## src/hdl/dip_cfg.svh

```systemverilog
// Constants for the switch bank decoder: offsets, fields, reset values, timing
`ifndef DIP_CFG_SVH
`define DIP_CFG_SVH

// ****************************************
// Register offsets (byte addresses)
// ****************************************
`define OFF_SW_ADDR 8'h00
`define OFF_SW_BAUD 8'h04
`define OFF_FRAMING 8'h08
`define OFF_NV_IP 8'h0C
`define OFF_NV_MASK 8'h10
`define OFF_NV_GW 8'h14
`define OFF_COMMAND 8'h18
`define OFF_STATUS 8'h1C
`define OFF_ACT_SER 8'h20
`define OFF_ACT_IP 8'h24

// ****************************************
// Field positions
// ****************************************
`define FRM_STOP2_BIT 0
`define FRM_ODD_BIT 1
`define FRM_ASCII_BIT 2
`define DIP_RATE_LO_BIT 7
`define DIP_RATE_HI_BIT 8
`define DIP_NET_SEL_BIT 8
`define DIP_RESERVED_BIT 9
`define DIP_NV_PATTERN 9'h102

// ****************************************
// Reset values and limits
// ****************************************
`define RST_SW_ADDR 8'h01
`define RST_SW_BAUD 2'h3
`define RST_FRAMING 3'h0
`define RST_NV_IP 32'hC0A801FE
`define RST_NV_MASK 32'hFFFFFF00
`define RST_NV_GW 32'hC0A80101
`define NET_PREFIX 24'hC0A801
`define NET_DEFAULT_OCTET 8'hFE
`define NET_FIXED_MASK 32'hFFFFFF00
`define NET_FIXED_GW 32'hC0A80101
`define NET_OCTET_MAX 8'hFD
`define SER_ADDR_MIN 8'h01
`define SER_ADDR_MAX 8'hF7
`define CMD_SOFT_RESET 32'h00000006

// ****************************************
// Timing
// ****************************************
`define CLK_PERIOD_NS 5
`define SETTLE_NS 20

`endif

```

## src/hdl/dip_cfg_pkg.sv

```systemverilog
// Types shared by the switch bank decoder
package dip_cfg_pkg;

  typedef enum logic [1:0] {
    BAUD_SOFT = 2'b00,
    BAUD_9600 = 2'b01,
    BAUD_115200 = 2'b10,
    BAUD_19200 = 2'b11
  } baud_t;

  typedef enum logic [1:0] {
    MODE_PLAIN = 2'b00,
    MODE_FIELDBUS = 2'b01,
    MODE_ETHERNET = 2'b10
  } card_t;

  typedef enum logic [1:0] {
    ST_SETTLE = 2'b00,
    ST_CAPTURE = 2'b01,
    ST_RUN = 2'b10
  } state_t;

endpackage

```

## src/hdl/comm_dip_switch_config.sv

```systemverilog
// Power-up decoder for the switch bank: serial, fieldbus and network settings
`timescale 1ns/1ps
`include "dip_cfg.svh"

module comm_dip_switch_config
  import dip_cfg_pkg::*;
(
  // Clock and reset
  input wire logic CLK,
  input wire logic NRST,
  // Switch bank and option card pins
  input wire logic [9:0] DIP_SW,
  input wire logic FIELDBUS_CARD,
  input wire logic ETHERNET_CARD,
  input wire logic SERIAL_FITTED,
  // Register port
  input wire logic [7:0] ADDR,
  input wire logic [31:0] WDATA,
  input wire logic WR,
  input wire logic RD,
  output logic [31:0] RDATA,
  // Serial port settings
  output logic SER_EN,
  output logic [7:0] SER_NODE,
  output logic [1:0] SER_BAUD,
  output logic SER_STOP2,
  output logic SER_ODD,
  output logic SER_ASCII,
  // Fieldbus card settings
  output logic FB_EN,
  output logic [7:0] FB_NODE,
  // Network card settings
  output logic NET_EN,
  output logic [31:0] NET_IP,
  output logic [31:0] NET_MASK,
  output logic [31:0] NET_GW,
  // Settings valid
  output logic CFG_DONE
);

  // ****************************************
  // Timing
  // ****************************************
  // Wait for the pin synchronisers to fill before sampling
  localparam int SETTLE_CYC_I = (`SETTLE_NS + `CLK_PERIOD_NS - 1) / `CLK_PERIOD_NS;
  localparam logic [3:0] SETTLE_CYC = 4'(SETTLE_CYC_I);

  // ****************************************
  // Pin synchronisers
  // ****************************************
  logic [12:0] pins_s;
  logic [9:0] dip_s;
  logic fb_card_s;
  logic eth_card_s;
  logic ser_fit_s;

  sync_bits #(.WIDTH(13)) u_sync (
    .clk(CLK),
    .nrst(NRST),
    .d({SERIAL_FITTED, ETHERNET_CARD, FIELDBUS_CARD, DIP_SW}),
    .q(pins_s)
  );

  assign dip_s = pins_s[9:0];
  assign fb_card_s = pins_s[10];
  assign eth_card_s = pins_s[11];
  assign ser_fit_s = pins_s[12];

  // ****************************************
  // Software registers
  // ****************************************
  logic [7:0] sw_addr_r;
  logic [7:0] sw_addr_nxt;
  baud_t sw_baud_r;
  baud_t sw_baud_nxt;
  logic [2:0] framing_r;
  logic [2:0] framing_nxt;
  logic [31:0] nv_ip_r;
  logic [31:0] nv_ip_nxt;
  logic [31:0] nv_mask_r;
  logic [31:0] nv_mask_nxt;
  logic [31:0] nv_gw_r;
  logic [31:0] nv_gw_nxt;
  logic soft_req_r;
  logic soft_req_nxt;
  logic [31:0] rdata_r;
  logic [31:0] rdata_nxt;

  // Captured state, declared early for readback
  state_t state_r;
  card_t mode_r;
  logic [9:0] dip_cap_r;

  always_comb begin
    sw_addr_nxt = sw_addr_r;
    sw_baud_nxt = sw_baud_r;
    framing_nxt = framing_r;
    nv_ip_nxt = nv_ip_r;
    nv_mask_nxt = nv_mask_r;
    nv_gw_nxt = nv_gw_r;
    soft_req_nxt = 1'b0;
    if (WR) begin
      case (ADDR)
        `OFF_SW_ADDR: begin
          // Out-of-range addresses are dropped, old value kept
          if (WDATA[7:0] >= `SER_ADDR_MIN && WDATA[7:0] <= `SER_ADDR_MAX
              && WDATA[31:8] == 24'h000000) begin
            sw_addr_nxt = WDATA[7:0];
          end
        end
        `OFF_SW_BAUD: begin
          // Code 00 names no rate, so it is refused
          if (WDATA[1:0] != BAUD_SOFT && WDATA[31:2] == 30'h00000000) begin
            sw_baud_nxt = baud_t'(WDATA[1:0]);
          end
        end
        `OFF_FRAMING: begin
          framing_nxt = WDATA[2:0];
        end
        `OFF_NV_IP: begin
          nv_ip_nxt = WDATA;
        end
        `OFF_NV_MASK: begin
          nv_mask_nxt = WDATA;
        end
        `OFF_NV_GW: begin
          nv_gw_nxt = WDATA;
        end
        `OFF_COMMAND: begin
          soft_req_nxt = (WDATA == `CMD_SOFT_RESET);
        end
        default: begin
          sw_addr_nxt = sw_addr_r;
        end
      endcase
    end
  end

  always_comb begin
    rdata_nxt = 32'h00000000;
    if (RD) begin
      case (ADDR)
        `OFF_SW_ADDR: rdata_nxt = {24'h000000, sw_addr_r};
        `OFF_SW_BAUD: rdata_nxt = {30'h00000000, sw_baud_r};
        `OFF_FRAMING: rdata_nxt = {29'h00000000, framing_r};
        `OFF_NV_IP: rdata_nxt = nv_ip_r;
        `OFF_NV_MASK: rdata_nxt = nv_mask_r;
        `OFF_NV_GW: rdata_nxt = nv_gw_r;
        `OFF_STATUS: rdata_nxt = {16'h0000, state_r, mode_r, 2'b00, dip_cap_r};
        `OFF_ACT_SER: rdata_nxt = {SER_EN, 18'h00000, SER_ASCII, SER_ODD, SER_STOP2,
                                   SER_BAUD, SER_NODE};
        `OFF_ACT_IP: rdata_nxt = NET_IP;
        default: rdata_nxt = 32'h00000000;
      endcase
    end
  end

  always_ff @(posedge CLK or negedge NRST) begin
    if (!NRST) begin
      sw_addr_r <= `RST_SW_ADDR;
      sw_baud_r <= baud_t'(`RST_SW_BAUD);
      framing_r <= `RST_FRAMING;
      nv_ip_r <= `RST_NV_IP;
      nv_mask_r <= `RST_NV_MASK;
      nv_gw_r <= `RST_NV_GW;
      soft_req_r <= 1'b0;
      rdata_r <= 32'h00000000;
    end else begin
      sw_addr_r <= sw_addr_nxt;
      sw_baud_r <= sw_baud_nxt;
      framing_r <= framing_nxt;
      nv_ip_r <= nv_ip_nxt;
      nv_mask_r <= nv_mask_nxt;
      nv_gw_r <= nv_gw_nxt;
      soft_req_r <= soft_req_nxt;
      rdata_r <= rdata_nxt;
    end
  end

  // ****************************************
  // Sampling sequence
  // ****************************************
  state_t state_nxt;
  logic [3:0] settle_r;
  logic [3:0] settle_nxt;

  always_comb begin
    state_nxt = state_r;
    settle_nxt = settle_r;
    case (state_r)
      ST_SETTLE: begin
        if (settle_r >= SETTLE_CYC) begin
          state_nxt = ST_CAPTURE;
        end else begin
          settle_nxt = settle_r + 4'h1;
        end
      end
      ST_CAPTURE: begin
        state_nxt = ST_RUN;
      end
      ST_RUN: begin
        // Switches are not looked at again until a soft reset
        if (soft_req_r) begin
          state_nxt = ST_SETTLE;
          settle_nxt = 4'h0;
        end
      end
      default: begin
        state_nxt = ST_SETTLE;
        settle_nxt = 4'h0;
      end
    endcase
  end

  always_ff @(posedge CLK or negedge NRST) begin
    if (!NRST) begin
      state_r <= ST_SETTLE;
      settle_r <= 4'h0;
    end else begin
      state_r <= state_nxt;
      settle_r <= settle_nxt;
    end
  end

  // ****************************************
  // Switch decode
  // ****************************************
  card_t mode;
  logic [7:0] dip_addr;
  baud_t dip_rate;
  logic [7:0] octet;
  logic [7:0] ser_node;
  baud_t ser_baud;
  logic [7:0] fb_node;
  logic [31:0] net_ip;
  logic [31:0] net_mask;
  logic [31:0] net_gw;

  always_comb begin
    // Ethernet wins if both cards report present
    mode = MODE_PLAIN;
    if (eth_card_s) begin
      mode = MODE_ETHERNET;
    end else if (fb_card_s) begin
      mode = MODE_FIELDBUS;
    end
    // Switch ten never reaches any decode below
    dip_addr = {1'b0, dip_s[6:0]};
    dip_rate = baud_t'({dip_s[`DIP_RATE_HI_BIT], dip_s[`DIP_RATE_LO_BIT]});
    octet = dip_s[7:0];
    ser_node = sw_addr_r;
    ser_baud = sw_baud_r;
    fb_node = 8'h00;
    net_ip = {`NET_PREFIX, `NET_DEFAULT_OCTET};
    net_mask = `NET_FIXED_MASK;
    net_gw = `NET_FIXED_GW;
    case (mode)
      MODE_PLAIN, MODE_FIELDBUS: begin
        if (dip_addr != 8'h00) begin
          ser_node = dip_addr;
        end
        // All-zero address switches hand the address to software
        if (dip_addr == 8'h00) begin
          ser_node = sw_addr_r;
        end
        if (dip_rate != BAUD_SOFT) begin
          ser_baud = dip_rate;
        end
        fb_node = ser_node;
      end
      MODE_ETHERNET: begin
        ser_node = sw_addr_r;
        ser_baud = sw_baud_r;
        if (!dip_s[`DIP_NET_SEL_BIT]) begin
          // Octets 254 and 255 are outside the fixed range
          if (octet <= `NET_OCTET_MAX) begin
            net_ip = {`NET_PREFIX, octet};
          end
        end else if (dip_s[8:0] == `DIP_NV_PATTERN) begin
          net_ip = nv_ip_r;
          net_mask = nv_mask_r;
          net_gw = nv_gw_r;
        end else begin
          net_ip = nv_ip_r;
          net_mask = nv_mask_r;
          net_gw = nv_gw_r;
        end
      end
      default: begin
        ser_node = sw_addr_r;
      end
    endcase
  end

  // ****************************************
  // Captured outputs
  // ****************************************
  card_t mode_nxt;
  logic [9:0] dip_cap_nxt;
  logic ser_en_r;
  logic ser_en_nxt;
  logic [7:0] ser_node_r;
  logic [7:0] ser_node_nxt;
  baud_t ser_baud_r;
  baud_t ser_baud_nxt;
  logic [2:0] ser_frm_r;
  logic [2:0] ser_frm_nxt;
  logic fb_en_r;
  logic fb_en_nxt;
  logic [7:0] fb_node_r;
  logic [7:0] fb_node_nxt;
  logic net_en_r;
  logic net_en_nxt;
  logic [31:0] net_ip_r;
  logic [31:0] net_ip_nxt;
  logic [31:0] net_mask_r;
  logic [31:0] net_mask_nxt;
  logic [31:0] net_gw_r;
  logic [31:0] net_gw_nxt;
  logic done_r;
  logic done_nxt;

  always_comb begin
    mode_nxt = mode_r;
    dip_cap_nxt = dip_cap_r;
    ser_en_nxt = ser_en_r;
    ser_node_nxt = ser_node_r;
    ser_baud_nxt = ser_baud_r;
    ser_frm_nxt = ser_frm_r;
    fb_en_nxt = fb_en_r;
    fb_node_nxt = fb_node_r;
    net_en_nxt = net_en_r;
    net_ip_nxt = net_ip_r;
    net_mask_nxt = net_mask_r;
    net_gw_nxt = net_gw_r;
    done_nxt = (state_r == ST_RUN) && !soft_req_r;
    // Only the capture state loads; running values stay frozen
    if (state_r == ST_CAPTURE) begin
      mode_nxt = mode;
      dip_cap_nxt = dip_s;
      ser_en_nxt = ser_fit_s;
      ser_node_nxt = ser_node;
      ser_baud_nxt = ser_baud;
      ser_frm_nxt = framing_r;
      fb_en_nxt = (mode == MODE_FIELDBUS);
      fb_node_nxt = fb_node;
      net_en_nxt = (mode == MODE_ETHERNET);
      net_ip_nxt = net_ip;
      net_mask_nxt = net_mask;
      net_gw_nxt = net_gw;
    end
  end

  always_ff @(posedge CLK or negedge NRST) begin
    if (!NRST) begin
      mode_r <= MODE_PLAIN;
      dip_cap_r <= 10'h000;
      ser_en_r <= 1'b0;
      ser_node_r <= `RST_SW_ADDR;
      ser_baud_r <= baud_t'(`RST_SW_BAUD);
      ser_frm_r <= `RST_FRAMING;
      fb_en_r <= 1'b0;
      fb_node_r <= 8'h00;
      net_en_r <= 1'b0;
      net_ip_r <= {`NET_PREFIX, `NET_DEFAULT_OCTET};
      net_mask_r <= `NET_FIXED_MASK;
      net_gw_r <= `NET_FIXED_GW;
      done_r <= 1'b0;
    end else begin
      mode_r <= mode_nxt;
      dip_cap_r <= dip_cap_nxt;
      ser_en_r <= ser_en_nxt;
      ser_node_r <= ser_node_nxt;
      ser_baud_r <= ser_baud_nxt;
      ser_frm_r <= ser_frm_nxt;
      fb_en_r <= fb_en_nxt;
      fb_node_r <= fb_node_nxt;
      net_en_r <= net_en_nxt;
      net_ip_r <= net_ip_nxt;
      net_mask_r <= net_mask_nxt;
      net_gw_r <= net_gw_nxt;
      done_r <= done_nxt;
    end
  end

  // ****************************************
  // Output wiring
  // ****************************************
  assign RDATA = rdata_r;
  assign SER_EN = ser_en_r;
  assign SER_NODE = ser_node_r;
  assign SER_BAUD = ser_baud_r;
  assign SER_STOP2 = ser_frm_r[`FRM_STOP2_BIT];
  assign SER_ODD = ser_frm_r[`FRM_ODD_BIT];
  assign SER_ASCII = ser_frm_r[`FRM_ASCII_BIT];
  assign FB_EN = fb_en_r;
  assign FB_NODE = fb_node_r;
  assign NET_EN = net_en_r;
  assign NET_IP = net_ip_r;
  assign NET_MASK = net_mask_r;
  assign NET_GW = net_gw_r;
  assign CFG_DONE = done_r;

endmodule

```

## src/hdl/sync_bits.sv

```systemverilog
// Two-stage synchroniser for a group of pin inputs
`timescale 1ns/1ps
module sync_bits #(
  parameter int WIDTH = 1
) (
  // Clock and reset
  input wire logic clk,
  input wire logic nrst,
  // Pins in, synchronised out
  input wire logic [WIDTH-1:0] d,
  output logic [WIDTH-1:0] q
);

  genvar i;
  generate
    for (i = 0; i < WIDTH; i = i + 1) begin : g_bit
      logic meta_r;
      logic hold_r;
      // First stage feeds only the second
      always_ff @(posedge clk or negedge nrst) begin
        if (!nrst) begin
          meta_r <= 1'b0;
          hold_r <= 1'b0;
        end else begin
          meta_r <= d[i];
          hold_r <= meta_r;
        end
      end
      assign q[i] = hold_r;
    end
  endgenerate

endmodule

```

## config.mk

```make
export PLATFORM = sky130hd
export DESIGN_NAME = comm_dip_switch_config
export DESIGN_NICKNAME = d
export VERILOG_FILES = /design/src/hdl/dip_cfg_pkg.sv /design/src/hdl/comm_dip_switch_config.sv /design/src/hdl/sync_bits.sv
export VERILOG_INCLUDE_DIRS = /design/src /design/src/hdl
export SDC_FILE = /design/constraint.sdc
export NUM_CORES = 1
export LEC_CHECK = 0
export BUFFER_PORTS_ARGS = -buffer_cell sky130_fd_sc_hd__buf_2
export CAP_MARGIN = 20
export CORE_MARGIN = 2
export CORE_UTILIZATION = 40
export DETAILED_ROUTE_END_ITERATION = 8
export GPL_ROUTABILITY_DRIVEN = 0
export PLACE_DENSITY_LB_ADDON = 0.3
export SLEW_MARGIN = 10
export SYNTH_ARGS = -nofsm -noshare
export SYNTH_HDL_FRONTEND = slang
export SYNTH_SLANG_ARGS = --single-unit
```

## constraint.sdc

```tcl
create_clock -name CLK -period 3.5 [get_ports CLK]
set_input_delay 0.35 -clock CLK [delete_from_list [all_inputs] [get_ports CLK]]
set_output_delay 0.35 -clock CLK [all_outputs]
set_load 0.1 [all_outputs]
```

; After elaboration in Yosys (flattened, before gate mapping)
; Index checks and enable logic that the tools add are counted.
[totals]
reg_bits = 307
output_inout_bits = 153
input_bits = 57
word_cells = 120
[op_classes]
n_lt_le_gt_ge = 4
bitwise = 1
n_addsub = 1
n_eq_ne = 17
mux = 25
reduce_logical = 23
[ops]
columns = op, n
row1 = $pmux 32 s9, 1
row2 = $mux 32, 7
row3 = $mux 8, 5
row4 = $eq 32x3->1 const B, 1
row5 = $eq 8x5->1 const B, 4
row6 = $logic_not 30->1, 1
row7 = $logic_not 24->1, 1
row8 = $eq 8x4->1 const B, 2
row9 = $eq 8x6->1 const B, 2
row10 = $le 8x8->1 const B, 2
row11 = $pmux 4 s3, 1
row12 = $mux 2, 5
row13 = $reduce_and 2->1, 5
row14 = $reduce_and 3->1, 3
row15 = $eq 8x3->1 const B, 1
row16 = $ge 8x1->1 const B, 1
row17 = $logic_not 8->1, 1
row18 = $mux 4, 2
row19 = $logic_not 7->1, 1
row20 = $reduce_bool 7->1, 1
row21 = $ne 2x2->1 const B, 3
row22 = $pmux 2 s3, 1
row23 = $add 4x1->4 const B, 1
row24 = $eq 2x1->1 const B, 2
row25 = 9 further kinds, 17

; Depth between registers and ports, before layout
[depth]
word_depth = 5
ltp_mapped = 7
ltp_nobuf = 4

; Hierarchy
; From an unflattened synthesis, not the netlist that was laid out.
[unflattened]
hier_cells = 955
area_unflattened_um2 = 12585.8
[modules_own_cells]
columns = module, instances, area_per_inst_um2, cells_per_inst, seq_area_each_um2
row1 = comm_dip_switch_config, 1, 11837.6, 916, 7124.3
row2 = sync_bits, 1, 748.2, 39, 650.6

; Worst setup path after synthesis
; OpenSTA, ideal clock, no wires.
[synth_timing]
path_kind = input to register
from = input WDATA[6]
to = register sw_baud_r[0]
path_stages = 4
setup_ps = 77
setup_slack_ps = 1509
required_time_ps = 3423
arrival_ps = 1915
path_buffers = 0
path_cell_list = or4_1 -> or3_1 -> or4_1 -> a21o_1
[synth_between]
elab_chain_cells = 3
[synth_rtl]
columns = element, line
row1 = "start, declared", comm_dip_switch_config.sv:18  ; input wire logic [31:0] WDATA,
row2 = $logic_not 30->1, comm_dip_switch_config.sv:113  ; if (WDATA[1:0] != BAUD_SOFT && WDATA[31:2] == 30'h00000000) begin
row3 = $logic_and 1x1->1, comm_dip_switch_config.sv:113
row4 = $reduce_and 3->1 (no line), n/a
row5 = "end signal, assigned", comm_dip_switch_config.sv:161  ; sw_baud_r <= baud_t'(`RST_SW_BAUD);
row6 = "end signal, assigned", comm_dip_switch_config.sv:170  ; sw_baud_r <= sw_baud_nxt;
row7 = "end, declared", comm_dip_switch_config.sv:74  ; baud_t sw_baud_r;
; Every way passes these cells.
; A chain may end at the register's enable or synchronous reset.

; Worst setup path in the final report
[layout_timing]
from = input WDATA[29]
to = register sw_addr_r[3]
[layout_between]
elab_chain_cells = 3
[layout_rtl]
columns = element, line
row1 = $logic_not 24->1, comm_dip_switch_config.sv:107  ; && WDATA[31:8] == 24'h000000) begin
row2 = $logic_and 1x1->1, comm_dip_switch_config.sv:106  ; if (WDATA[7:0] >= `SER_ADDR_MIN && WDATA[7:0] <= `SER_ADDR_MAX
row3 = $reduce_and 3->1 (no line), n/a
row4 = "end signal, assigned", comm_dip_switch_config.sv:160  ; sw_addr_r <= `RST_SW_ADDR;
row5 = "end signal, assigned", comm_dip_switch_config.sv:169  ; sw_addr_r <= sw_addr_nxt;
row6 = "end, declared", comm_dip_switch_config.sv:72  ; logic [7:0] sw_addr_r;
; Every way passes these cells.

==> impl_results.md <==
* Lkg Pwr at 7.18 nW
* Max Cap Viol at 0
* Relative slew slack at 35.5%
* Chip width at 181 um
* Share of the synthesized area in the top cell type at 42.5%
* HPWL Detailed at 25,300 um
* Setup_tns at 0 ns
* Startpoint Class: input pin
* CTS Sinks at 306
* Setup Skew at 0.00948 ns
* Postcts setup bufs at 0
* Via count at 9,242
* Synth top cells by count: dfrtp_1 (212), mux2_2 (113), dfstp_2 (94)
* Share of cells above drive strength 1 at 43.1%
* Clk pin slew, worst setup/hold paths at 0.06 ns
* Area taken by multi-input logic gates at 4510 sq um
* Hold-fix buffers at CTS at 14
* Worst setup EP type: flip-flop
* Initial antenna violation count at 1
* H-tree depth at 2
* Routed WL at 38,500 um
* Most frequent cell after synthesis: dfrtp_1
* Vias in the first global route at 9,484
* Worst-skew pair later-pin latency at 0.51 ns
* Fill count at 2,710
* Post-synthesis sequential area ratio at 62.3%
* Largest net degree at the start of global routing at 100
* CP Data Required Time at 3.89 ns
* RSZ-0062 raised after global routing: no
* Reg-to-reg setup timing slack at 1.25 ns
* Post-layout nets at 1,224
* Area Overhead vs Synth at 23.2%
* CTS tree: built
* Initial DRC Count at 886
* Least-Margin Pin Slew at 0.957 ns
* GR Util All Layers at 23.5%
* WP data arrival at 2.68 ns
* Worst hold path class: input pin to flip-flop
* Avg Vias per Cell at 5.82
* Root buffer cell: clkbuf_16
* Row cnt at 64
* Flops & latches, synth at 306
* First-pass detailed-route iteration total at 5
* VDD IR max at 0.286 mV
* Setup violators final at 0
* Num CTS Buffers at 34
* Top cells by area, synth: dfrtp_1 (42%), dfstp_2 (20%), mux2_2 (10%), a22o_1 (6.2%), o22a_1 (2.6%)
* Highest achievable clock rate at 436 MHz
* Ys flop type: dfrtp_1
* Crit path time final at 2.30 ns
* Register area at 7770 sq um
* Mapped Nets at 1,000
* Ys Warns at 0
* GRT overflow at 0
* Fin. max-slew vios at 0
* Final ANT Viol Nets at 0
* Unique masters post-synth at 48
* Crit-path max FO at 8
* DRC at 0
* CTS-repair resized insts at 0
* Die H at 181 um
* First-pass GRT wire length at 59,100 um
* Fin crit share at 65.6%
* Power Total at 8.11 mW
* I/O pin count at 210
* Starting density of the core at 40.7%
* Port Buffers at 209
* Crit Path Category: input pin to flip-flop
* Synth Area per Inst at 13.3 sq um
* Synth Instances at 942
* WL/cell at 24.3 um
* Fin. Hold Viols at 0
* Ys async rst share at 100%
* EDFF count, synth at 0
* Status: completed
* Longest Clk Path Bufs at 3
* Power Density at 527 nW/um^2
* Die ar. at 32,700 sq um
* Yosys top cell by area: dfrtp_1
* CORE AREA at 30,700 sq um
* Synthesized area at 12,500 sq um
[metrics by stage]
stage	worst slack [ns]	hold slack (ns)	instances	utilization, %	area [sq um]
floorplan	1.51	0.0544	942	-	12500
global placement	0.908	0.333	1512	46.1	14100
detailed placement	0.861	0.335	1512	46.1	14100
CTS	1.28	0.0888	1587	50.1	15400
global route	1.17	0.0872	1587	50.1	15400
finish	1.20	0.109	1588	50.1	15400
[cell type report]
cell class,instances,share of cell area (%)
Sequential cell,306,50.6
Inverter,6,0.146
Antenna cell,1,0.0163
Tap cell,396,3.22
Clock inverter,8,0.643
Multi-Input combinational cell,566,29.3
Clock buffer,53,6.59
Timing Repair Buffer,252,9.52
[worst max-delay path, stage by stage]
cell and delay [ns]:
buf_2 0.12, nor4_1 0.76, nand4_2 0.32, a2111oi_4 0.71, mux2_2 0.41
[power breakdown]
part / leakage (nW) / internal [mW] / switching, mW
Clock: 0.539 / 2.14 / 1.42
Sequential: 3.81 / 3.70 / 0.109
Combinational: 2.83 / 0.182 / 0.554
Total: 7.18 / 6.02 / 2.08
[worst paths after layout]
check / start / end / cells after the start
max: WDATA[29] / sw_addr_r[3] / 5
min reg2reg: u_sync.g_bit[4].meta_r / u_sync.g_bit[4].hold_r / 0
min: WDATA[29] / nv_mask_r[29] / 2
max reg2reg: u_sync.g_bit[3].hold_r / SER_NODE[0] / 4
min in group asynchronous: NRST / u_sync.g_bit[7].hold_r / 2
max in group asynchronous: NRST / nv_mask_r[16] / 3
[flip-flops by register name, summed over array words and instances (netlist names), 10 cells and up]
name	flops
u_sync.g_bit.meta_r	13
NET_GW	32
nv_gw_r	32
nv_mask_r	32
NET_IP	32
RDATA	32
NET_MASK	32
dip_cap_r	10
u_sync.g_bit.hold_r	13
nv_ip_r	32
[logic make-up (layout without fill, tap and decap cells)]
logic type / Yosys count / in the layout / synth area share, %
adder cells (fa/ha/maj): 1 / 1 / 0.100
buffers and inverters: 70 / 319 / 2.14
AND/OR/NAND/NOR: 201 / 201 / 8.34
multiplexers: 136 / 136 / 12.1
flip-flops: 306 / 306 / 62.3
other: 0 / 1 / 0
AO/OA/AOI/OAI: 228 / 228 / 15.1
[layout by cell type, fill, tap and decap left out, types with 14 or more instances in the layout]
master	n
dfstp_2	94
a22o_1	89
buf_2	208
dlygate4sd3_1	14
buf_4	25
mux2_2	113
mux2i_1	18
a21oi_1	17
nor3_1	39
o22a_1	37
nand2_1	68
o21ai_0	20
dfrtp_1	212
clkbuf_16	35
a222oi_1	23
nor2_1	37
[layer usage]
layer / track usage [%] / vias up / wire length [um]
met4: 8.29 / 0 / 1050
met2: 35.5 / 390 / 17500
li1: - / 4010 / -
met3: 5.70 / 63 / 3010
met1: 33.2 / 4779 / 17000
met5: 0 / - / 0
Power figures use the tool's default switching activity.
